`config.mk`:
```
export PLATFORM = sky130hd
export DESIGN_NAME = ifad_output_timing
export DESIGN_NICKNAME = d
export VERILOG_FILES = /design/src/ifad_pkg.sv /design/src/ifad_comparator_bank.sv /design/src/ifad_thermo_decode.sv /design/src/ifad_output_timing.sv
export VERILOG_INCLUDE_DIRS = /design/src
export SDC_FILE = /design/constraint.sdc
export NUM_CORES = 2
export LEC_CHECK = 0
export BUFFER_PORTS_ARGS = -buffer_cell sky130_fd_sc_hd__buf_2
export CORE_ASPECT_RATIO = 0.6
export CORE_MARGIN = 1
export CORE_UTILIZATION = 60
export CTS_BUF_LIST = sky130_fd_sc_hd__clkbuf_2 sky130_fd_sc_hd__clkbuf_4 sky130_fd_sc_hd__clkbuf_8
export CTS_CLUSTER_DIAMETER = 80
export DETAILED_ROUTE_END_ITERATION = 8
export PLACE_DENSITY = 0.92
export SLEW_MARGIN = 25
export SYNTH_ARGS = -nofsm -noshare
export SYNTH_HDL_FRONTEND = slang
export SYNTH_SLANG_ARGS = --single-unit
```
`constraint.sdc`:
```
create_clock -name ref_clk -period 15.4 [get_ports ref_clk]
set_input_delay 0.77 -clock ref_clk [delete_from_list [all_inputs] [get_ports ref_clk]]
set_output_delay 0.77 -clock ref_clk [all_outputs]
set_load 0.02 [all_outputs]
```
`src/ifad_consts.svh`:
```
// Purpose: Shared constants for the interleaved flash converter output path.
// Assumes: One ref_clk edge stands for one falling edge of the converter input clock.
// Notes:   Offsets and counts are macros; types live in ifad_pkg.
//
// How it works
// RL1 - Thermometer of 255 comparators decodes to count of ones minus one.
// RL2 - Comparators follow input while their clock is low, hold while high.
// RL3 - Halves deliver words alternately to first and second port latches.
// RL4 - Normal mode output data clock runs at half the input clock.
// RL5 - First port valid after clock rise, second port after clock fall.
// RL6 - Grounded selector divides clock by ten, keeps one of five samples.
// RL7 - Output data clock keeps fifty percent duty in both modes.
// RL8 - Undriven selector leaves the device in normal mode.
// RL9 - Converted value appears at the ports 15 clock cycles after sampling.
// RL10 - Over-range gives all ones, under-range all zeros, mid gives 10000000.
// RL11 - Input clock divided by two forms the conversion strobes.
// RL12 - Negative strobe edge puts one half into hold for its comparators.
// RL13 - Without tracking, the output phase after start-up is arbitrary; here reset loads the strobe low, so the phase after reset is fixed.
// RL14 - Tracking input high before a falling edge selects the first port.
// RL15 - Capture logic rebuilds samples taking first then second port words.
`ifndef IFAD_CONSTS_SVH
`define IFAD_CONSTS_SVH

// ==========================================================================
// Converter geometry
`define IFAD_BITS          8
`define IFAD_COMPARATORS   255
`define IFAD_CODE_FULL     8'hFF
`define IFAD_CODE_ZERO     8'h00

// ==========================================================================
// Timing counts
`define IFAD_LATENCY       15
`define IFAD_FIXED_STAGES  1
`define IFAD_DIV_NORMAL    2
`define IFAD_DIV_TEST      10
`define IFAD_CNT_W         4

`endif

```
`src/ifad_pkg.sv`:
```
// Purpose: Types for the interleaved flash converter output path.
// Assumes: Constants come from ifad_consts.svh.
// Notes:   None.
package ifad_pkg;

  typedef enum logic {
    IFAD_MODE_NORMAL,
    IFAD_MODE_TEST
  } ifad_mode_t;

  typedef enum logic [1:0] {
    IFAD_ODC_ALIGN,
    IFAD_ODC_RUN
  } ifad_odc_state_t;

endpackage : ifad_pkg

```
`src/ifad_comparator_bank.sv`:
```
// Purpose: Latched comparator bank of one converter half.
// Assumes: comp_clk is a level from the strobe divider.
// Notes:   Follows while comp_clk is low, holds while high.
`timescale 1ns/1ps
`include "ifad_consts.svh"
module ifad_comparator_bank #(
  parameter int COMPARATORS = `IFAD_COMPARATORS
) (
  input  wire logic                   ref_clk,
  input  wire logic                   rst,
  input  wire logic                   comp_clk,
  input  wire logic [COMPARATORS-1:0] thermo_in,
  output logic      [COMPARATORS-1:0] latched
);
  import ifad_pkg::*;

  initial begin
    if (COMPARATORS < 1) begin
      $error("COMPARATORS must be at least one.");
    end
  end

  // ==========================================================================
  // Latch
  always_ff @(posedge ref_clk) begin
    if (rst) begin
      latched <= '0;
    end else if (!comp_clk) begin
      latched <= thermo_in; // [RL2]
    end
  end

endmodule : ifad_comparator_bank

```
`src/ifad_thermo_decode.sv`:
```
// Purpose: Thermometer to binary decode with end-of-range clamping.
// Assumes: Bubbles are tolerated by counting ones.
// Notes:   Purely combinational.
`timescale 1ns/1ps
`include "ifad_consts.svh"
module ifad_thermo_decode #(
  parameter int BITS        = `IFAD_BITS,
  parameter int COMPARATORS = `IFAD_COMPARATORS
) (
  input  wire logic [COMPARATORS-1:0] thermo,
  output logic      [BITS-1:0]        code
);
  import ifad_pkg::*;

  initial begin
    if (COMPARATORS != (2 ** BITS) - 1) begin
      $error("COMPARATORS must equal two to the BITS minus one.");
    end
  end

  // Counts the comparators whose threshold lies below the input.
  function automatic logic [BITS:0] count_ones(input logic [COMPARATORS-1:0] t);
    logic [BITS:0] n;
    n = '0;
    for (int i = 0; i < COMPARATORS; i++) begin
      n = n + {{BITS{1'b0}}, t[i]};
    end
    return n;
  endfunction : count_ones

  logic [BITS:0] ones;

  // ==========================================================================
  // Decode
  always_comb begin
    ones = count_ones(thermo);
    if (ones == (BITS+1)'(COMPARATORS)) begin
      code = {BITS{1'b1}}; // [RL10]
    end else if (ones == '0) begin
      code = '0; // [RL10]
    end else begin
      code = BITS'(ones - 1'b1); // [RL1]
    end
  end

endmodule : ifad_thermo_decode

```
`src/ifad_output_timing.sv`:
```
// Purpose: Strobe division, interleave, pipeline and output clocking of the
//          dual flash converter.
// Assumes: Each ref_clk edge is one falling edge of the input clock.
// Notes:   The selector pin is modelled as a drive flag plus a level.
`timescale 1ns/1ps
`include "ifad_consts.svh"
module ifad_output_timing #(
  parameter int BITS        = `IFAD_BITS,
  parameter int COMPARATORS = `IFAD_COMPARATORS,
  parameter int LATENCY     = `IFAD_LATENCY
) (
  input  wire logic                   ref_clk,
  input  wire logic                   rst,
  input  wire logic [COMPARATORS-1:0] thermo_first,
  input  wire logic [COMPARATORS-1:0] thermo_second,
  input  wire logic                   test_divide_select_driven,
  input  wire logic                   test_divide_select,
  input  wire logic                   phase_track_enable,
  input  wire logic                   phase_track_input,
  output logic                        output_data_clock,
  output logic      [BITS-1:0]        first_port_data,
  output logic      [BITS-1:0]        second_port_data,
  output logic                        strobe_first_hold,
  output ifad_pkg::ifad_mode_t        output_mode
);
  import ifad_pkg::*;

  localparam int DELAY = LATENCY - `IFAD_FIXED_STAGES;

  initial begin
    if (LATENCY < `IFAD_FIXED_STAGES + 1) begin
      $error("LATENCY is too small for the fixed stages.");
    end
  end

  // ==========================================================================
  // Mode selection
  ifad_mode_t mode_next;
  ifad_mode_t mode_reg;

  always_comb begin
    if (test_divide_select_driven && !test_divide_select) begin
      mode_next = IFAD_MODE_TEST; // [RL6]
    end else begin
      mode_next = IFAD_MODE_NORMAL; // [RL8]
    end
  end

  always_ff @(posedge ref_clk) begin
    if (rst) begin
      mode_reg <= IFAD_MODE_NORMAL;
    end else begin
      mode_reg <= mode_next;
    end
  end

  assign output_mode = mode_reg;

  // ==========================================================================
  // Strobe divider
  logic strobe_reg;
  logic strobe_next;

  always_comb begin
    if (phase_track_enable) begin
      strobe_next = phase_track_input; // [RL14]
    end else begin
      strobe_next = ~strobe_reg; // [RL11] [RL13]
    end
  end

  always_ff @(posedge ref_clk) begin
    if (rst) begin
      strobe_reg <= 1'b0;
    end else begin
      strobe_reg <= strobe_next;
    end
  end

  assign strobe_first_hold = ~strobe_reg;

  // ==========================================================================
  // Comparator halves
  logic [COMPARATORS-1:0] latched_first;
  logic [COMPARATORS-1:0] latched_second;
  logic [BITS-1:0]        code_first;
  logic [BITS-1:0]        code_second;

  // First half follows while strobe is low, its comparators latch when high.
  ifad_comparator_bank #(.COMPARATORS(COMPARATORS)) u_bank_first (
    .ref_clk  (ref_clk),
    .rst      (rst),
    .comp_clk (strobe_reg),
    .thermo_in(thermo_first),
    .latched  (latched_first)
  ); // [RL12]

  ifad_comparator_bank #(.COMPARATORS(COMPARATORS)) u_bank_second (
    .ref_clk  (ref_clk),
    .rst      (rst),
    .comp_clk (~strobe_reg),
    .thermo_in(thermo_second),
    .latched  (latched_second)
  ); // [RL12]

  ifad_thermo_decode #(.BITS(BITS), .COMPARATORS(COMPARATORS)) u_dec_first (
    .thermo(latched_first),
    .code  (code_first)
  );

  ifad_thermo_decode #(.BITS(BITS), .COMPARATORS(COMPARATORS)) u_dec_second (
    .thermo(latched_second),
    .code  (code_second)
  );

  // ==========================================================================
  // Interleaved pipeline
  logic [BITS-1:0] pipe_word_reg [DELAY];
  logic            pipe_tag_reg  [DELAY];

  always_ff @(posedge ref_clk) begin
    if (rst) begin
      for (int i = 0; i < DELAY; i++) begin
        pipe_word_reg[i] <= '0;
        pipe_tag_reg[i]  <= 1'b0;
      end
    end else begin
      pipe_word_reg[0] <= strobe_reg ? code_first : code_second; // [RL3]
      pipe_tag_reg[0]  <= strobe_reg;
      for (int i = 1; i < DELAY; i++) begin
        pipe_word_reg[i] <= pipe_word_reg[i-1]; // [RL9]
        pipe_tag_reg[i]  <= pipe_tag_reg[i-1];
      end
    end
  end

  logic [BITS-1:0] tail_word;
  logic            tail_first;

  assign tail_word  = pipe_word_reg[DELAY-1];
  assign tail_first = pipe_tag_reg[DELAY-1];

  // ==========================================================================
  // Output data clock divider
  ifad_odc_state_t       odc_state_reg;
  logic [`IFAD_CNT_W-1:0] div_cnt_reg;
  logic [`IFAD_CNT_W-1:0] div_last;
  logic [`IFAD_CNT_W-1:0] div_half;
  logic                  at_rise;
  logic                  at_fall;
  logic                  odc_reg;

  always_comb begin
    if (mode_reg == IFAD_MODE_TEST) begin
      div_last = `IFAD_CNT_W'(`IFAD_DIV_TEST - 1); // [RL6]
      div_half = `IFAD_CNT_W'(`IFAD_DIV_TEST / 2); // [RL7]
    end else begin
      div_last = `IFAD_CNT_W'(`IFAD_DIV_NORMAL - 1); // [RL4]
      div_half = `IFAD_CNT_W'(`IFAD_DIV_NORMAL / 2); // [RL7]
    end
    at_rise = (div_cnt_reg == '0) && tail_first && (mode_reg == mode_next);
    at_fall = (div_cnt_reg == div_half) && !tail_first && (mode_reg == mode_next);
  end

  always_ff @(posedge ref_clk) begin
    if (rst || (mode_reg != mode_next)) begin
      odc_state_reg <= IFAD_ODC_ALIGN;
      div_cnt_reg   <= '0;
    end else begin
      case (odc_state_reg)
        IFAD_ODC_ALIGN: begin
          if (at_rise) begin
            odc_state_reg <= IFAD_ODC_RUN;
            div_cnt_reg   <= `IFAD_CNT_W'(1);
          end
        end
        IFAD_ODC_RUN: begin
          if ((div_cnt_reg == '0) && !tail_first) begin
            odc_state_reg <= IFAD_ODC_ALIGN;
          end else if (div_cnt_reg == div_last) begin
            div_cnt_reg <= '0;
          end else begin
            div_cnt_reg <= div_cnt_reg + `IFAD_CNT_W'(1);
          end
        end
        default: begin
          odc_state_reg <= IFAD_ODC_ALIGN;
          div_cnt_reg   <= '0;
        end
      endcase
    end
  end

  always_ff @(posedge ref_clk) begin
    if (rst) begin
      odc_reg <= 1'b0;
    end else if (at_rise) begin
      odc_reg <= 1'b1; // [RL5] [RL7]
    end else if (at_fall) begin
      odc_reg <= 1'b0; // [RL5] [RL7]
    end
  end

  assign output_data_clock = odc_reg;

  // ==========================================================================
  // Output port latches
  always_ff @(posedge ref_clk) begin
    if (rst) begin
      first_port_data <= '0;
    end else if (at_rise) begin
      first_port_data <= tail_word; // [RL3] [RL5] [RL9]
    end
  end

  always_ff @(posedge ref_clk) begin
    if (rst) begin
      second_port_data <= '0;
    end else if (at_fall) begin
      second_port_data <= tail_word; // [RL3] [RL5] [RL9]
    end
  end

endmodule : ifad_output_timing

```
Yosys cells after proc, flatten, opt, wreduce, memory -nomap -nowiden
Memories as Yosys holds them, arrays and structs flattened.
Index checks and enable logic that the tools add are counted.
{"block": "op_classes", "n_mux": 49, "reduce_logical": 16, "bitwise": 29, "eq_ne": 10, "addsub": 511}
{"operator": "$add 9x1->9", "n": 506}
{"operator": "$mux 8", "n": 19}
{"operator": "$or 1x1->1", "n": 28}
{"operator": "$mux 1", "n": 21}
{"operator": "$eq 9x8->1 const B", "n": 2}
{"operator": "$logic_not 9->1", "n": 2}
{"operator": "$mux 4", "n": 4}
{"operator": "$sub 8x1->8 const B", "n": 2}
{"operator": "$eq 4x4->1", "n": 2}
{"operator": "$pmux 4 s2", "n": 1}
{"operator": "$logic_and 1x1->1", "n": 6}
{"operator": "$ne 2x2->1 const B", "n": 3}
{"operator": "$add 1x1->2", "n": 2}
{"operator": "$add 4x1->4 const B", "n": 1}
{"operator": "$logic_not 4->1", "n": 1}
{"operator": "$mux 2", "n": 2}
{"operator": "$pmux 2 s2", "n": 1}
{"operator": "$reduce_and 2->1", "n": 2}
{"operator": "$mux 3", "n": 1}
{"operator": "$eq 2x1->1 const B", "n": 1}
{"operator": "$logic_not 1->1", "n": 2}
{"operator": "$logic_not 2->1", "n": 1}
{"operator": "$reduce_bool 2->1", "n": 1}
{"operator": "$eq 1x1->1", "n": 1}
{"operator": "3 further kinds", "n": 3}
{"block": "totals", "ramBits": 126, "output_inout_bits": 19, "in_bits": 516, "elab_cells": 626, "n_memories": 2, "reg_bits": 535}
{"memory": "pipe_word_reg", "words": 14, "width": 8, "rd": 14, "rd_clocked_by_memory_dff": 0, "write_ports": 14, "line": "ifad_output_timing.sv:118", "rtl": "logic [BITS-1:0] pipe_word_reg [DELAY];"}
{"memory": "pipe_tag_reg", "words": 14, "width": 1, "rd": 14, "rd_clocked_by_memory_dff": 0, "write_ports": 14, "line": "ifad_output_timing.sv:119", "rtl": "logic pipe_tag_reg [DELAY];"}

Depth between registers and ports, before layout
{"block": "depth", "ltp_word": 259, "mapped_depth": 30, "depth_no_buf": 29}

By module
Synthesis repeated with hierarchy kept, for this count alone.
{"block": "hier_totals", "hier_cells": 3428, "area_unflattened_um2": 36978.0}
{"module": "ifad_comparator_bank", "area_each_um2": 9195.1, "seq_area_each_um2": 5104.9, "cells_per_inst": 822, "n_inst": 2}
{"module": "ifad_thermo_decode (u_dec_second)", "area_each_um2": 7073.0, "seq_area_each_um2": 0.0, "cells_per_inst": 696, "n_inst": 1}
{"module": "ifad_thermo_decode (u_dec_first)", "area_each_um2": 7041.8, "seq_area_each_um2": 0.0, "cells_per_inst": 691, "n_inst": 1}
{"module": "ifad_output_timing", "area_each_um2": 4473.0, "seq_area_each_um2": 3002.9, "cells_per_inst": 397, "n_inst": 1}

Worst setup path after synthesis
OpenSTA, ideal clock, no wires.
{"block": "synth_timing", "path_kind": "register to register", "from": "reg u_bank_first.latched[54]", "to": "mem pipe_word_reg[0][0] (netlist name)", "synth_period_minus_slack_ns": 8.162, "t_arrival_ns": 8.020, "n_path_buf": 0, "stages_incl_launch_ff": 25, "slack_ns": 7.238, "setup_time_ns": 0.142, "path_cell_list": "dfxtp_1 fa_1 inv_1 fa_1 inv_1 fa_1 fa_1 inv_1 fa_1 inv_1 fa_1 fa_1 fa_1 fa_1 fa_1 inv_1 fa_1 inv_1 fa_1 a211oi_1 nor2_1 xor2_1 or3_1 o31ai_4 o221ai_1"}
{"item": "start, declared", "line": "ifad_comparator_bank.sv:13", "rtl": "output logic [COMPARATORS-1:0] latched"}
{"item": "start signal, assigned", "line": "ifad_comparator_bank.sv:29", "rtl": "latched <= thermo_in;"}
{"item": "end, declared", "line": "ifad_output_timing.sv:118"}

==> flow_results.org <==
** Run status
- The flow ran to the end, and the final reports show no timing, DRC or antenna violations.

** Worst setup path
- Critical path fanouts, max :: 8
- The largest individual stage delay along the critical path comes from the cell sky130_fd_sc_hd__fa_1.
- The worst setup path is launched from a register.
- Most numerous cell on the critical path :: sky130_fd_sc_hd__fa_1
- Critical Path End Type :: register
- Endpoint required time on the critical path :: 15.97 ns
- Largest stage delay on the critical path :: 0.65 ns
- The setup path with the least slack is of type register to register.
- Signal arrival time at the worst endpoint :: 9.39 ns

** Timing
- Worst setup margin :: 6.58 ns
- Measured against its own limit, the worst slew margin works out to 0.321.
- For this run, the top clock speed supported by timing is 113 MHz.
- Max-slew violations :: 0
- The number of hold violations in the final report came to 0.
- Accumulated negative setup slack :: 0 ns
- For the final database, setup skew stands at 0.0406 ns.
- Worst-margin pin slew :: 1.02 ns
- Shortest clock period the worst path allows after layout :: 8.82 ns
- In the finished design, the share of the clock period the worst path needs comes to 0.573.
- Setup repair after global routing missed its margin :: no
- Setup violations remaining at the end of the flow were counted as 0.

** Logic synthesis
- Synthesis warning total :: 0
- The synthesized design spends more area on one cell type than any other, namely sky130_fd_sc_hd__dfxtp_1.
- The synthesized netlist contains 49 unique library cells.
- Share of the synthesized area in the top cell type :: 0.365
- Number of enable flip-flop cells after synthesis :: 0
- Among all flip-flop cells after synthesis, the most frequent one is sky130_fd_sc_hd__dfxtp_1.
- For this run, asynchronously set or reset flops after synthesis account for 0.
- Sequential cell area fraction in the yosys report :: 0.365
- List of most frequent post-synthesis cells :: 728 x sky130_fd_sc_hd__inv_1, 660 x sky130_fd_sc_hd__dfxtp_1, 553 x sky130_fd_sc_hd__nor2_1
- Most numerous cell in the Yosys netlist :: sky130_fd_sc_hd__inv_1
- By area the synthesized netlist is led by sky130_fd_sc_hd__dfxtp_1 36%, sky130_fd_sc_hd__fa_1 27%, sky130_fd_sc_hd__mux2i_1 15%.
- Mean instance size in the synthesized netlist :: 10.6 µm²
- Net count after synthesis :: 4511
- Flops & latches, synth :: 660
- Counting every instance in the synthesized netlist gives 3422.
- Summing every instance area after synthesis gives 36200 µm².

** CTS
- Clock-pin slew was measured on the worst setup and hold paths at 0.08 ns.
- In this run, post-CTS repair resized a total of 0 instances.
- Total CTS buffers :: 96
- The tree built by TritonCTS fans out to 660 sinks.
- H-tree levels :: 3
- After clock tree synthesis, the setup repair step added 0 buffers.
- Clock latency reported for the late side of the worst-skew pair :: 0.73 ns
- In this run the clock root is driven by a sky130_fd_sc_hd__clkbuf_8.
- TritonCTS clock tree :: yes
- For this design, the CTS-stage hold fixing added 0 buffers.
- Clock Tree Buf Depth :: 3

** Placed design
- Total of buffers placed on input and output ports :: 534
- Once detailed placement completed, the half-perimeter wirelength came to 69700 µm.
- Dpl cell area :: 39500 µm²
- Worst setup timing slack at the placement stage :: 6.68 ns
- At the end of routability-driven placement, the weighted congestion stood at 0.953.

** Global routing
- Entering global routing, the biggest net connects 166 pins.
- For this run, the total global-route usage over all layers was measured as 0.301.
- The number of global-route vias before repair is 25700.
- Initial antenna violation count :: 59
- The first global-routing pass estimated 141000 µm of wire.
- Global routing finished with a remaining overflow of 0.

** Floorplan
- Initial standard-cell utilization of the core :: 0.610
- Top-level I/O count :: 535
- After floorplanning, the core was divided into 69 placement rows.
- Core footprint :: 59400 µm²
- The die covers 61400 µm².
- Measured along the y axis, the die boundary spans 192 µm.
- Die width :: 319 µm

** Hold path
- Hold Path Class :: input pin to register

** Routing
- Post-route DRC violation count :: 0
- Dividing the detail-routed wire length by the instance count gives 19.5 µm.
- In the routed layout, each cell is associated on average with a via count of 5.19.
- ANT nets after route :: 0
- Routed wire length :: 94900 µm
- Total number of vias :: 25300
- For this block, the initial DRC count from the detailed router was 1905.
- DR pass1 iterations :: 5

** Cells and area
- Area Overhead vs Synth :: 15.5%
- Final cell area excluding filler cells :: 41900 µm²
- After the last flow step, the layout net total stands at 5025.
- Of the cells placed in the final design, the portion with a size suffix greater than 1 is 0.183.

** Run
- Across the run, the number of max-cap violations was 0.
area by class of cell:
class	instances	area (µm²)
diodes	72	180
clock buffers	143	1820
clock inverters	32	272
fillers	3903	17500
inverters	728	2730
multi-input cells	1900	19800
flip-flops and latches	660	13200
well taps	781	977
repair buffers	550	2880
placed cells by master, fill, tap and decap left out, types with 5 or more instances in the layout:
cell type / count
sky130_fd_sc_hd__a21oi_1: 13
sky130_fd_sc_hd__fa_1: 482
sky130_fd_sc_hd__nand2_1: 13
sky130_fd_sc_hd__clkbuf_4: 23
sky130_fd_sc_hd__clkbuf_8: 120
sky130_fd_sc_hd__diode_2: 72
sky130_fd_sc_hd__inv_1: 728
sky130_fd_sc_hd__ha_1: 91
sky130_fd_sc_hd__nand3_1: 5
sky130_fd_sc_hd__o21ai_0: 12
sky130_fd_sc_hd__xor2_1: 11
sky130_fd_sc_hd__buf_2: 533
sky130_fd_sc_hd__nor2b_1: 118
sky130_fd_sc_hd__dfxtp_1: 659
sky130_fd_sc_hd__nand4_1: 5
sky130_fd_sc_hd__nor2_1: 553
sky130_fd_sc_hd__clkinv_2: 21
sky130_fd_sc_hd__buf_4: 11
sky130_fd_sc_hd__o22ai_1: 7
sky130_fd_sc_hd__xnor2_1: 13
sky130_fd_sc_hd__mux2i_1: 526
worst max-delay path, delay by kind of cell, from the launching register on:
family	cells	cell delay (ns)
adders and majority gates	12	6.19
AOI/OAI and AO/OA	3	0.91
buffers and inverters	8	0.55
and+or+nand+nor	2	0.47
DFF	1	0.36
xor gates and xnor gates	1	0.20
path summary, 6_finish.rpt:
kind                                               start                                     to  slack (ns)  cells after the start
setup / recovery  u_bank_first.latched[176]$_SDFFE_PP0N_         pipe_word_reg[0][1]$_SDFF_PP0_        6.58                     26
hold / removal                          thermo_first[31]  u_bank_first.latched[31]$_SDFFE_PP0N_        0.26                      3
setup reg to reg  u_bank_first.latched[176]$_SDFFE_PP0N_         pipe_word_reg[0][1]$_SDFF_PP0_        6.58                     26
hold reg to reg          pipe_word_reg[1][18]$_SDFF_PP0_        pipe_word_reg[1][26]$_SDFF_PP0_        0.42                      1
logic make-up (layout without fill, tap and decap cells):
group                    Yosys count  count (layout)  synth area share
XOR/XNOR                          24              24           0.00580
AND/OR/NAND/NOR                  719             719            0.0855
adder cells (fa/ha/maj)          573             573             0.298
other                              0              72                 0
AO/OA/AOI/OAI                     58              58            0.0115
flip-flops                       660             660             0.365
buffers and inverters            862            1453            0.0896
multiplexers                     526             526             0.145
stage by stage:
step                      hold slack, ns  cells  utilization
after global routing               0.233   4844        0.704
after CTS                          0.204   4791        0.700
after floorplan                    0.414   3422            -
after global placement             0.415   4616        0.665
after detailed placement           0.420   4616        0.665
final                              0.260   4866        0.705
layer usage:
layer / track usage / routed length [µm]
met1: 0.405 / 39000
met2: 0.448 / 42500
met3: 0.0809 / 7670
met4: 0.161 / 5640
met5: 0 / 111
Power is not shown: default switching activity piles up to over one toggle a cycle in this logic, so the estimate is an artifact.
